$ cat src/hw/nsc_pkg.sv
// Package: constants and types for the die status and column select block
package nsc_pkg;
    localparam logic [7:0] CMD_STATUS     = 8'h70;
    localparam logic [7:0] CMD_STATUS_LUN = 8'h78;
    localparam logic [7:0] CMD_COL        = 8'h05;
    localparam logic [7:0] CMD_COL_ENH    = 8'h06;
    localparam logic [7:0] CMD_CONFIRM    = 8'hE0;
    localparam logic [7:0] CMD_READ_MODE  = 8'h00;
    localparam logic [7:0] CMD_RESET      = 8'hFF;
    localparam int BIT_LAST_ERR  = 0;
    localparam int BIT_PRIOR_ERR = 1;
    localparam int BIT_ARRAY_IDLE = 5;
    localparam int BIT_IO_IDLE   = 6;
    localparam int BIT_WP        = 7;
    localparam int COL_ADDR_CYCLES = 2;
    localparam int ROW_ADDR_CYCLES = 3;
    localparam int COL_WAIT_CYCLES = 8;
    localparam logic [7:0] STATUS_RESET = 8'h00;

    typedef enum logic [1:0] {
        NSC_OUT_NONE,
        NSC_OUT_STATUS,
        NSC_OUT_DATA
    } nsc_out_mode_t;

    typedef struct packed {
        logic       cmd_valid;
        logic       addr_valid;
        logic [7:0] bus_byte;
    } nsc_bus_cycle_t;
endpackage

$ cat src/hw/nsc_status_column.sv
// Die status reporting and read column select for one NAND die
`timescale 1ns/1ps
`default_nettype none

module nsc_status_column #(
    parameter int PLANES      = 2,
    parameter int COL_BITS    = 13,
    parameter int LUN_BITS    = 1,
    parameter int PLANE_BIT   = 8,
    parameter int LUN_BIT     = 19,
    parameter int WAIT_CYCLES = nsc_pkg::COL_WAIT_CYCLES,
    parameter logic [LUN_BITS-1:0] MY_LUN = '0
) (
    input  wire logic                       clock,
    input  wire logic                       rst,
    input  wire nsc_pkg::nsc_bus_cycle_t    bus_in,
    input  wire logic                       sync_mode,
    input  wire logic                       write_protect_n,
    input  wire logic                       io_idle,
    input  wire logic [PLANES-1:0]          plane_array_busy,
    input  wire logic [PLANES-1:0]          plane_active,
    input  wire logic [PLANES-1:0]          plane_prior_op_error,
    input  wire logic [PLANES-1:0]          plane_last_op_error,
    output logic [7:0]                      die_status_byte,
    output logic                            status_out_en,
    output logic                            data_out_en,
    output logic                            data_ready,
    output logic [COL_BITS-1:0]             column_reg,
    output logic [$clog2(PLANES)-1:0]       plane_sel_reg,
    output logic                            selected_reg
);
    typedef enum logic [2:0] {
        ST_IDLE, ST_COL_ADDR, ST_ROW_ADDR, ST_STATUS_ROW, ST_CONFIRM
    } nsc_state_t;

    localparam int PW = $clog2(PLANES);

    nsc_state_t              state_reg;
    logic                    enh_reg;
    logic [2:0]              cnt_reg;
    logic [23:0]             row_reg;
    logic [COL_BITS-1:0]     col_tmp_reg;
    nsc_pkg::nsc_out_mode_t  mode_reg;
    logic                    per_lun_reg;
    logic [15:0]             wait_reg;
    logic                    array_idle;
    logic                    prior_op_error;
    logic                    last_op_error;
    logic [7:0]              status_next;
    logic                    is_cmd;
    logic                    is_addr;
    logic [7:0]              b;
    logic [PW-1:0]           row_plane;
    logic [LUN_BITS-1:0]     row_lun;
    logic [COL_BITS-1:0]     col_full;

    assign is_cmd  = bus_in.cmd_valid;
    assign is_addr = bus_in.addr_valid;
    assign b       = bus_in.bus_byte;
    assign row_plane = PW'(row_reg >> PLANE_BIT);
    assign row_lun   = LUN_BITS'(row_reg >> LUN_BIT);
    assign col_full  = COL_BITS'({b, col_tmp_reg[7:0]});

    assign array_idle = ~|plane_array_busy;

    // Error bits per plane or ORed
    always_comb begin
        prior_op_error = 1'b0;
        last_op_error  = 1'b0;
        if (per_lun_reg) begin
            prior_op_error = plane_prior_op_error[plane_sel_reg];
            last_op_error  = plane_last_op_error[plane_sel_reg];
        end else begin
            prior_op_error = |(plane_prior_op_error & plane_active);
            last_op_error  = |(plane_last_op_error & plane_active);
        end
    end

    always_comb begin
        status_next = nsc_pkg::STATUS_RESET;
        status_next[nsc_pkg::BIT_WP]        = write_protect_n;
        status_next[nsc_pkg::BIT_IO_IDLE]   = io_idle;
        status_next[nsc_pkg::BIT_ARRAY_IDLE] = array_idle;
        status_next[nsc_pkg::BIT_PRIOR_ERR] = prior_op_error;
        status_next[nsc_pkg::BIT_LAST_ERR]  = last_op_error;
    end

    always_ff @(posedge clock) begin
        if (rst) begin
            die_status_byte <= nsc_pkg::STATUS_RESET;
        end else begin
            die_status_byte <= status_next;
        end
    end

    // Command and address sequencer
    always_ff @(posedge clock) begin
        if (rst) begin
            state_reg   <= ST_IDLE;
            enh_reg     <= 1'b0;
            cnt_reg     <= '0;
            row_reg     <= '0;
            col_tmp_reg <= '0;
        end else if (is_cmd) begin
            state_reg <= ST_IDLE;
            cnt_reg   <= '0;
            row_reg   <= '0;
            // Per-die status accepted even when busy
            if (b == nsc_pkg::CMD_STATUS_LUN) begin
                state_reg <= ST_STATUS_ROW;
            end else if (b == nsc_pkg::CMD_COL && io_idle) begin
                state_reg <= ST_COL_ADDR;
                enh_reg   <= 1'b0;
            end else if (b == nsc_pkg::CMD_COL_ENH && io_idle && array_idle) begin
                state_reg <= ST_COL_ADDR;
                enh_reg   <= 1'b1;
            end
        end else if (is_addr) begin
            unique case (state_reg)
                ST_COL_ADDR: begin
                    cnt_reg <= cnt_reg + 3'd1;
                    if (cnt_reg == 3'd0) begin
                        col_tmp_reg[7:0] <= b;
                    end else begin
                        // Column low bit forced in sync mode
                        col_tmp_reg <= sync_mode ? (col_full & ~COL_BITS'(1)) : col_full;
                        cnt_reg     <= '0;
                        state_reg   <= enh_reg ? ST_ROW_ADDR : ST_CONFIRM;
                    end
                end
                ST_ROW_ADDR, ST_STATUS_ROW: begin
                    row_reg <= {b, row_reg[23:8]};
                    cnt_reg <= cnt_reg + 3'd1;
                    if (cnt_reg == 3'(nsc_pkg::ROW_ADDR_CYCLES - 1)) begin
                        cnt_reg   <= '0;
                        state_reg <= (state_reg == ST_ROW_ADDR) ? ST_CONFIRM : ST_IDLE;
                    end
                end
                default: begin
                    state_reg <= ST_IDLE;
                end
            endcase
        end
    end

    // Completed sequences
    logic status_row_done;
    logic confirm_done;
    assign status_row_done = is_addr && state_reg == ST_STATUS_ROW
                             && cnt_reg == 3'(nsc_pkg::ROW_ADDR_CYCLES - 1);
    assign confirm_done = is_cmd && state_reg == ST_CONFIRM && b == nsc_pkg::CMD_CONFIRM;

    always_ff @(posedge clock) begin
        if (rst) begin
            mode_reg      <= nsc_pkg::NSC_OUT_NONE;
            per_lun_reg   <= 1'b0;
            selected_reg  <= 1'b1;
            plane_sel_reg <= '0;
            column_reg    <= '0;
        end else if (status_row_done) begin
            selected_reg  <= LUN_BITS'({b, row_reg[23:8]} >> LUN_BIT) == MY_LUN;
            plane_sel_reg <= PW'({b, row_reg[23:8]} >> PLANE_BIT);
            per_lun_reg   <= 1'b1;
            mode_reg      <= nsc_pkg::NSC_OUT_STATUS;
        end else if (confirm_done) begin
            column_reg <= col_tmp_reg;
            mode_reg   <= nsc_pkg::NSC_OUT_DATA;
            if (enh_reg) begin
                selected_reg  <= row_lun == MY_LUN;
                plane_sel_reg <= row_plane;
            end
        end else if (is_cmd && b == nsc_pkg::CMD_STATUS) begin
            per_lun_reg <= 1'b0;
            mode_reg    <= nsc_pkg::NSC_OUT_STATUS;
        end else if (is_cmd && b == nsc_pkg::CMD_READ_MODE) begin
            mode_reg <= nsc_pkg::NSC_OUT_DATA;
        end else if (is_cmd && b != nsc_pkg::CMD_STATUS_LUN && b != nsc_pkg::CMD_COL
                     && b != nsc_pkg::CMD_COL_ENH && b != nsc_pkg::CMD_CONFIRM) begin
            mode_reg <= nsc_pkg::NSC_OUT_NONE;
        end
    end

    always_ff @(posedge clock) begin
        if (rst) begin
            wait_reg <= '0;
        end else if (confirm_done) begin
            wait_reg <= 16'(WAIT_CYCLES);
        end else if (wait_reg != 16'h0000) begin
            wait_reg <= wait_reg - 16'h0001;
        end
    end

    assign status_out_en = selected_reg && mode_reg == nsc_pkg::NSC_OUT_STATUS;
    assign data_out_en   = selected_reg && mode_reg == nsc_pkg::NSC_OUT_DATA;
    assign data_ready    = data_out_en && wait_reg == 16'h0000;

    property p_reserved_zero;
        @(posedge clock) disable iff (rst) die_status_byte[4:2] == 3'b000;
    endproperty
    a_reserved_zero: assert property (p_reserved_zero) else $error("reserved set");

    property p_array_idle;
        @(posedge clock) disable iff (rst)
            |plane_array_busy |=> !die_status_byte[nsc_pkg::BIT_ARRAY_IDLE];
    endproperty
    a_array_idle: assert property (p_array_idle) else $error("array idle wrong");

    property p_io_idle;
        @(posedge clock) disable iff (rst)
            1'b1 |=> die_status_byte[nsc_pkg::BIT_IO_IDLE] == $past(io_idle);
    endproperty
    a_io_idle: assert property (p_io_idle) else $error("io idle wrong");

    property p_or_errors;
        @(posedge clock) disable iff (rst)
            !per_lun_reg |=> die_status_byte[0] == $past(|(plane_last_op_error & plane_active));
    endproperty
    a_or_errors: assert property (p_or_errors) else $error("OR of errors wrong");

    property p_prior_err;
        @(posedge clock) disable iff (rst)
            per_lun_reg |=> die_status_byte[1] == $past(plane_prior_op_error[plane_sel_reg]);
    endproperty
    a_prior_err: assert property (p_prior_err) else $error("plane prior error wrong");

    property p_last_err;
        @(posedge clock) disable iff (rst)
            per_lun_reg |=> die_status_byte[0] == $past(plane_last_op_error[plane_sel_reg]);
    endproperty
    a_last_err: assert property (p_last_err) else $error("plane last error wrong");

    property p_status_lun;
        @(posedge clock) disable iff (rst)
            status_row_done |=> per_lun_reg && mode_reg == nsc_pkg::NSC_OUT_STATUS;
    endproperty
    a_status_lun: assert property (p_status_lun) else $error("per-die status not entered");

    property p_sync_align;
        @(posedge clock) disable iff (rst)
            confirm_done && sync_mode && $past(sync_mode) |=> !column_reg[0];
    endproperty
    a_sync_align: assert property (p_sync_align) else $error("column lsb not zero");

    property p_wait;
        @(posedge clock) disable iff (rst) confirm_done |=> !data_ready;
    endproperty
    a_wait: assert property (p_wait) else $error("data ready too early");

    property p_enh_ready;
        @(posedge clock) disable iff (rst)
            is_cmd && b == nsc_pkg::CMD_COL_ENH && !array_idle |=> state_reg == ST_IDLE;
    endproperty
    a_enh_ready: assert property (p_enh_ready) else $error("enhanced taken while busy");

    property p_col_refused;
        @(posedge clock) disable iff (rst)
            is_cmd && b == nsc_pkg::CMD_COL && !io_idle |=> state_reg == ST_IDLE;
    endproperty
    a_col_refused: assert property (p_col_refused) else $error("col taken busy");

    property p_enh_plane;
        @(posedge clock) disable iff (rst)
            confirm_done && enh_reg |=> plane_sel_reg == $past(PW'(row_reg >> PLANE_BIT));
    endproperty
    a_enh_plane: assert property (p_enh_plane) else $error("plane not taken");

    property p_plain_sel;
        @(posedge clock) disable iff (rst)
            is_cmd && b == nsc_pkg::CMD_STATUS |=> !per_lun_reg && selected_reg == $past(selected_reg);
    endproperty
    a_plain_sel: assert property (p_plain_sel) else $error("plain status moved selection");

    c_status: cover property (@(posedge clock) status_row_done);
    c_col: cover property (@(posedge clock) confirm_done && !enh_reg);
    c_enh: cover property (@(posedge clock) confirm_done && enh_reg);
    c_deselect: cover property (@(posedge clock) $fell(selected_reg));
    c_ready: cover property (@(posedge clock) $rose(data_ready));
endmodule

`default_nettype wire

$ cat config.mk
export PLATFORM = sky130hd
export DESIGN_NAME = nsc_status_column
export DESIGN_NICKNAME = d
export VERILOG_FILES = /design/src/hw/nsc_pkg.sv /design/src/hw/nsc_status_column.sv
export SDC_FILE = /design/constraint.sdc
export NUM_CORES = 1
export LEC_CHECK = 0
export BUFFER_PORTS_ARGS = -buffer_cell sky130_fd_sc_hd__buf_2
export CORE_MARGIN = 2
export CORE_UTILIZATION = 50
export CTS_BUF_LIST = sky130_fd_sc_hd__clkbuf_16
export DETAILED_ROUTE_END_ITERATION = 16
export PLACE_DENSITY = 0.75
export REMOVE_ABC_BUFFERS = 1
export SLEW_MARGIN = 20
export SYNTH_ARGS = -nofsm -noshare
export SYNTH_HDL_FRONTEND = slang
export SYNTH_SLANG_ARGS = --single-unit
$ cat constraint.sdc
create_clock -name clock -period 1.9 [get_ports clock]
set_input_delay 0.285 -clock clock [delete_from_list [all_inputs] [get_ports clock]]
set_output_delay 0.285 -clock clock [all_outputs]
set_load 0.05 [all_outputs]
# Word-level counts from Yosys, hierarchy flattened
# Cells that the tools add are included.
[op_classes]
n_reduce_logical = 48
bitwise_logic = 8
eq_ne = 19
muxes = 39
n_addsub = 2
mul = 0
n_shift = 0
n_lt_le_gt_ge = 1
div = 0
[ops]
columns = ["op", "count"]
rows = [
  ["$mux 3", 8],
  ["$mux 1", 21],
  ["$eq 8x3->1 const B", 2],
  ["$eq 8x7->1 const B", 2],
  ["$logic_and 1x1->1", 16],
  ["$logic_not 16->1", 1],
  ["$ne 8x3->1 const B", 2],
  ["$reduce_bool 16->1", 1],
  ["$reduce_bool 2->1", 8],
  ["$sub 16x1->16 const B", 1],
  ["$reduce_or 2->1", 7],
  ["$pmux 3 s2", 2],
  ["$reduce_and 4->1", 3],
  ["$mux 2", 5],
  ["$reduce_and 2->1", 5],
  ["$eq 3x2->1 const B", 3],
  ["$eq 8x8->1 const B", 1],
  ["$logic_not 8->1", 1],
  ["$mux 4", 2],
  ["$mux 8", 1],
  ["$ne 8x7->1 const B", 1],
  ["$ne 8x8->1 const B", 1],
  ["$ne 3x3->1 const B", 2],
  ["$not 1->1", 6],
  ["13 further kinds", 15],
]
[word_totals]
out_inout_bits = 26
latchBits = 0
elab_cells = 134
inputBits = 23
register_bits = 86
rom_bits = 0
mem_bits_rw = 0
memories = 0

# Logic depth before layout (Yosys ltp)
[logic_depth]
depth_word = 10
ltp_mapped = 7
ltp_nobuf = 6

# Worst setup path before layout
# OpenSTA, ideal clock, no wires.
[synth_timing]
kind = "reg2out"
start = "register wait_reg[6]"
end = "output port data_ready"
t_required_ns = 1.615
n_path_buf = 1
arrival_ns = 2.585
slack_ns = -0.970
stages_incl_launch_ff = 6
cell_sequence = "dfxtp_1 or4_1 nor4b_4 buf_4 nand2_1 nor3_1"
[synth_via]
elab_chain_cells = 2
[synth_rtl]
columns = ["element", "line_no", "text"]
rows = [
  ["from (decl)", "nsc_status_column.sv:45", "logic [15:0] wait_reg;"],
  ["from (signal assigned)", "nsc_status_column.sv:187", "wait_reg <= 16'(WAIT_CYCLES);"],
  ["from (signal assigned)", "nsc_status_column.sv:189", "wait_reg <= wait_reg - 16'h0001;"],
  ["$logic_not 16->1", "nsc_status_column.sv:195", "assign data_ready = data_out_en && wait_reg == 16'h0000;"],
  ["$logic_and 1x1->1", "nsc_status_column.sv:195", ""],
  ["to (decl)", "nsc_status_column.sv:27", "output logic data_ready,"],
]
# No other way between the ends.

# Worst setup path in the final report
# Same ends and word-level chain as after synthesis.

==> impl_results.md <==
- Total gr overflow: 0
- Seq/Total Area, Yosys: 42.6%
- Fin area: 0.00373 mm2
- Final Setup Violations: 4
- Tot Pwr: 0.00503 W
- Tmin final: 2.25 ns
- Critical path arrival: 1.97 ns
- Initial antenna violation count: 0
- Synth Warn #: 0
- Distinct cells, synth: 55
- Internal: 0.00341 W
- Post-Place Cell Area: 0.00336 mm2
- Peak VDD IR: 0.000790 V
- GP Congestion: 0.919
- Die W: 80.3 um
- CP Cell Sequence: or4_4 -> nor4b_4 -> nand2_1 -> nor3_2 -> buf_6
- Max frequency: 444 MHz
- Comb pwr share: 35.2%
- Crit path max-delay family: simple AND/OR/NAND/NOR gates
- CTS tree: yes
- TritonCTS buffer count: 9
- DR pass1 iterations: 4
- Worst Hold Class: input pin to register
- Via count: 2860
- Mean area per synthesized cell: 8.46 um2
- Deepest clock path buffer count: 2
- Sw Share: 32.2%
- Worst EP required: 1.62 ns
- Post-synth EDFFs: 0
- Mapped cell area: 0.00291 mm2
- Post-CTS Hold Buffers: 0
- Max Cap Violations: 0
- Max transition margin: 60.6%
- Drt drc: 0
- Final core occ: 66.9%
- Kind of critical path: register to output port
- Unrepaired setup endpoints after global routing: yes
- Fin crit share: 118%
- Share of layout cells above drive strength 1: 26.2%
- Initial core utilization: 52.2%
- Mapped Cells: 344
- Slowest cell on crit path: or4_4
- Sequential Power Share: 31.6%
- Starting DRC count in detailed routing: 152
- Post-route ant nets: 0
- Clock share of power: 33.2%
- Max-slew violations: 0
- Clock net sink count: 62
- Worst Skew: 0.00540 ns
- Chip height: 80.3 um
- #FFs+latches synth: 62
- Worst skew pair latency: 0.32 ns
- DP HPWL: 5130 um
- TNS Setup: -0.400 ns
- DR vias/cell: 5.81
- Status: finished, violations left
- Leakage: 1.49 nW
- Wire per inst: 14.9 um
- Worst path max stage delay: 0.55 ns
- Largest net degree at the start of global routing: 19
- Worst-Margin Slew: 0.589 ns
- CP startpoint kind: register
- Clock transition at path regs: 0.05 ns
- Vias in the first global route: 2595
- First-pass GRT wire length: 11800 um
- Final worst setup slack: -0.350 ns
- Routed WL: 7320 um
- CP endpoint kind: output port
- # rows: 27
- Root Driver: clkbuf_16
- PortBufs: 45
- Ports: 49
- Final Hold Viols: 0
- Net Sw Power: 0.00162 W
- Die area: 0.00645 mm2
- Failing checks: setup timing
- Crit-path max FO: 2
- Max reg flops: 16
- Layout area overhead: 28.2%
- Main flop type after synthesis: dfxtp_1
- Ant. Diodes: 0
- Htree depth: 3
- Post-synthesis async set-or-reset flop share: 0%
- Pwr dens: 1350 mW/mm2
- Number of nets in the layout: 443
- Total core area: 0.00557 mm2
- Gr usage total: 23.2%
- CP Buf/Inv Count: 1
power groups by stage:
stage               logic [W]  clock network (W)  registers (W)
floorplan            0.000911                  0        0.00162
global placement      0.00149                  0        0.00158
detailed placement    0.00153                  0        0.00160
CTS                   0.00159            0.00169        0.00158
global route          0.00193            0.00174        0.00160
finish                0.00177            0.00167        0.00159
stage by stage:
step	hold slack, ns	std cells	setup WS [ns]
after floorplan	0.354	328	-1.05
after global placement	0.438	474	-0.0589
after detailed placement	0.443	474	-0.0460
after CTS	0.147	491	-0.341
after global routing	0.161	492	-0.404
final	0.156	492	-0.350
cell usage after synthesis (all sizes together), types with 4 or more instances:
library cell | n | area share [%]
nor2b | 8 | 1.7
nand2b | 7 | 1.5
nor2 | 15 | 1.9
ha | 5 | 2.1
buf | 9 | 2.0
nand3 | 15 | 2.6
nor3 | 5 | 0.86
nand2 | 46 | 5.9
nand4 | 4 | 0.86
inv | 9 | 1.2
a211oi | 5 | 1.3
o31ai | 7 | 1.8
or3 | 7 | 1.7
mux2i | 8 | 2.8
dfxtp | 62 | 43
a21oi | 40 | 6.9
o21ai | 24 | 4.1
a31oi | 4 | 0.86
clkbuf | 9 | 1.2
or4 | 9 | 2.5
final timing paths:
check | startpoint | endpoint | slack, ns | depth (start not counted)
worst min-delay path | plane_array_busy[0] | die_status_byte[5] | 0.16 | 2
worst max-delay path | wait_reg[6] | data_ready | -0.35 | 5
worst max register to register | wait_reg[0] | wait_reg[13] | -0.02 | 4
worst min register to register | col_tmp_reg[12] | column_reg[12] | 0.45 | 2
cell usage in the layout, fill, tap and decap left out, drive strengths merged, types with 4 or more instances in the layout:
cell type	instances
a211oi	5
a21oi	40
a31oi	4
buf	75
clkbuf	9
dfxtp	62
ha	5
inv	11
mux2i	8
nand2	46
nand2b	7
nand3	15
nand4	4
nor2	15
nor2b	8
nor3	5
o21ai	24
o31ai	7
or3	7
or4	9
layout make-up:
cell class	instances	area, um2
Fill cell	459	1840
Multi-Input combinational cell	258	1600
Timing Repair Buffer	75	457
Clock inverter	7	81.3
Tap cell	72	90.1
Sequential cell	62	1240
Clock buffer	9	225
Inverter	9	33.8
logic make-up after synthesis:
group                      synth area share [%]
adders and majority gates                  2.15
AOI/OAI and AO/OA                          20.5
other                                     0.129
DFF                                        42.6
and+or+nand+nor                            26.4
buffers and inverters                      4.34
xor gates and xnor gates                  0.301
muxes                                      3.53
per-layer routing:
layer,track usage (%),vias up,wire [um]
met4,8.81,0,137
met1,28.2,1377,3150
li1,-,1402,-
met2,40.7,66,3660
met3,3.93,15,364
met5,0,-,0
timing repair:
action	4_1_cts	5_1_grt
setup buffers	1	0
cloned	0	1
resized for setup	5	9
endpoints found under the setup margin	4	10
pin swaps	1	2
worst register-to-register path, stage by stage (launching register included):
cell and delay, ns:
dfxtp_2 0.33, or4_4 0.55, or3_4 0.40, or4_4 0.44, a21oi_2 0.14
Power figures use the tool's default switching activity.
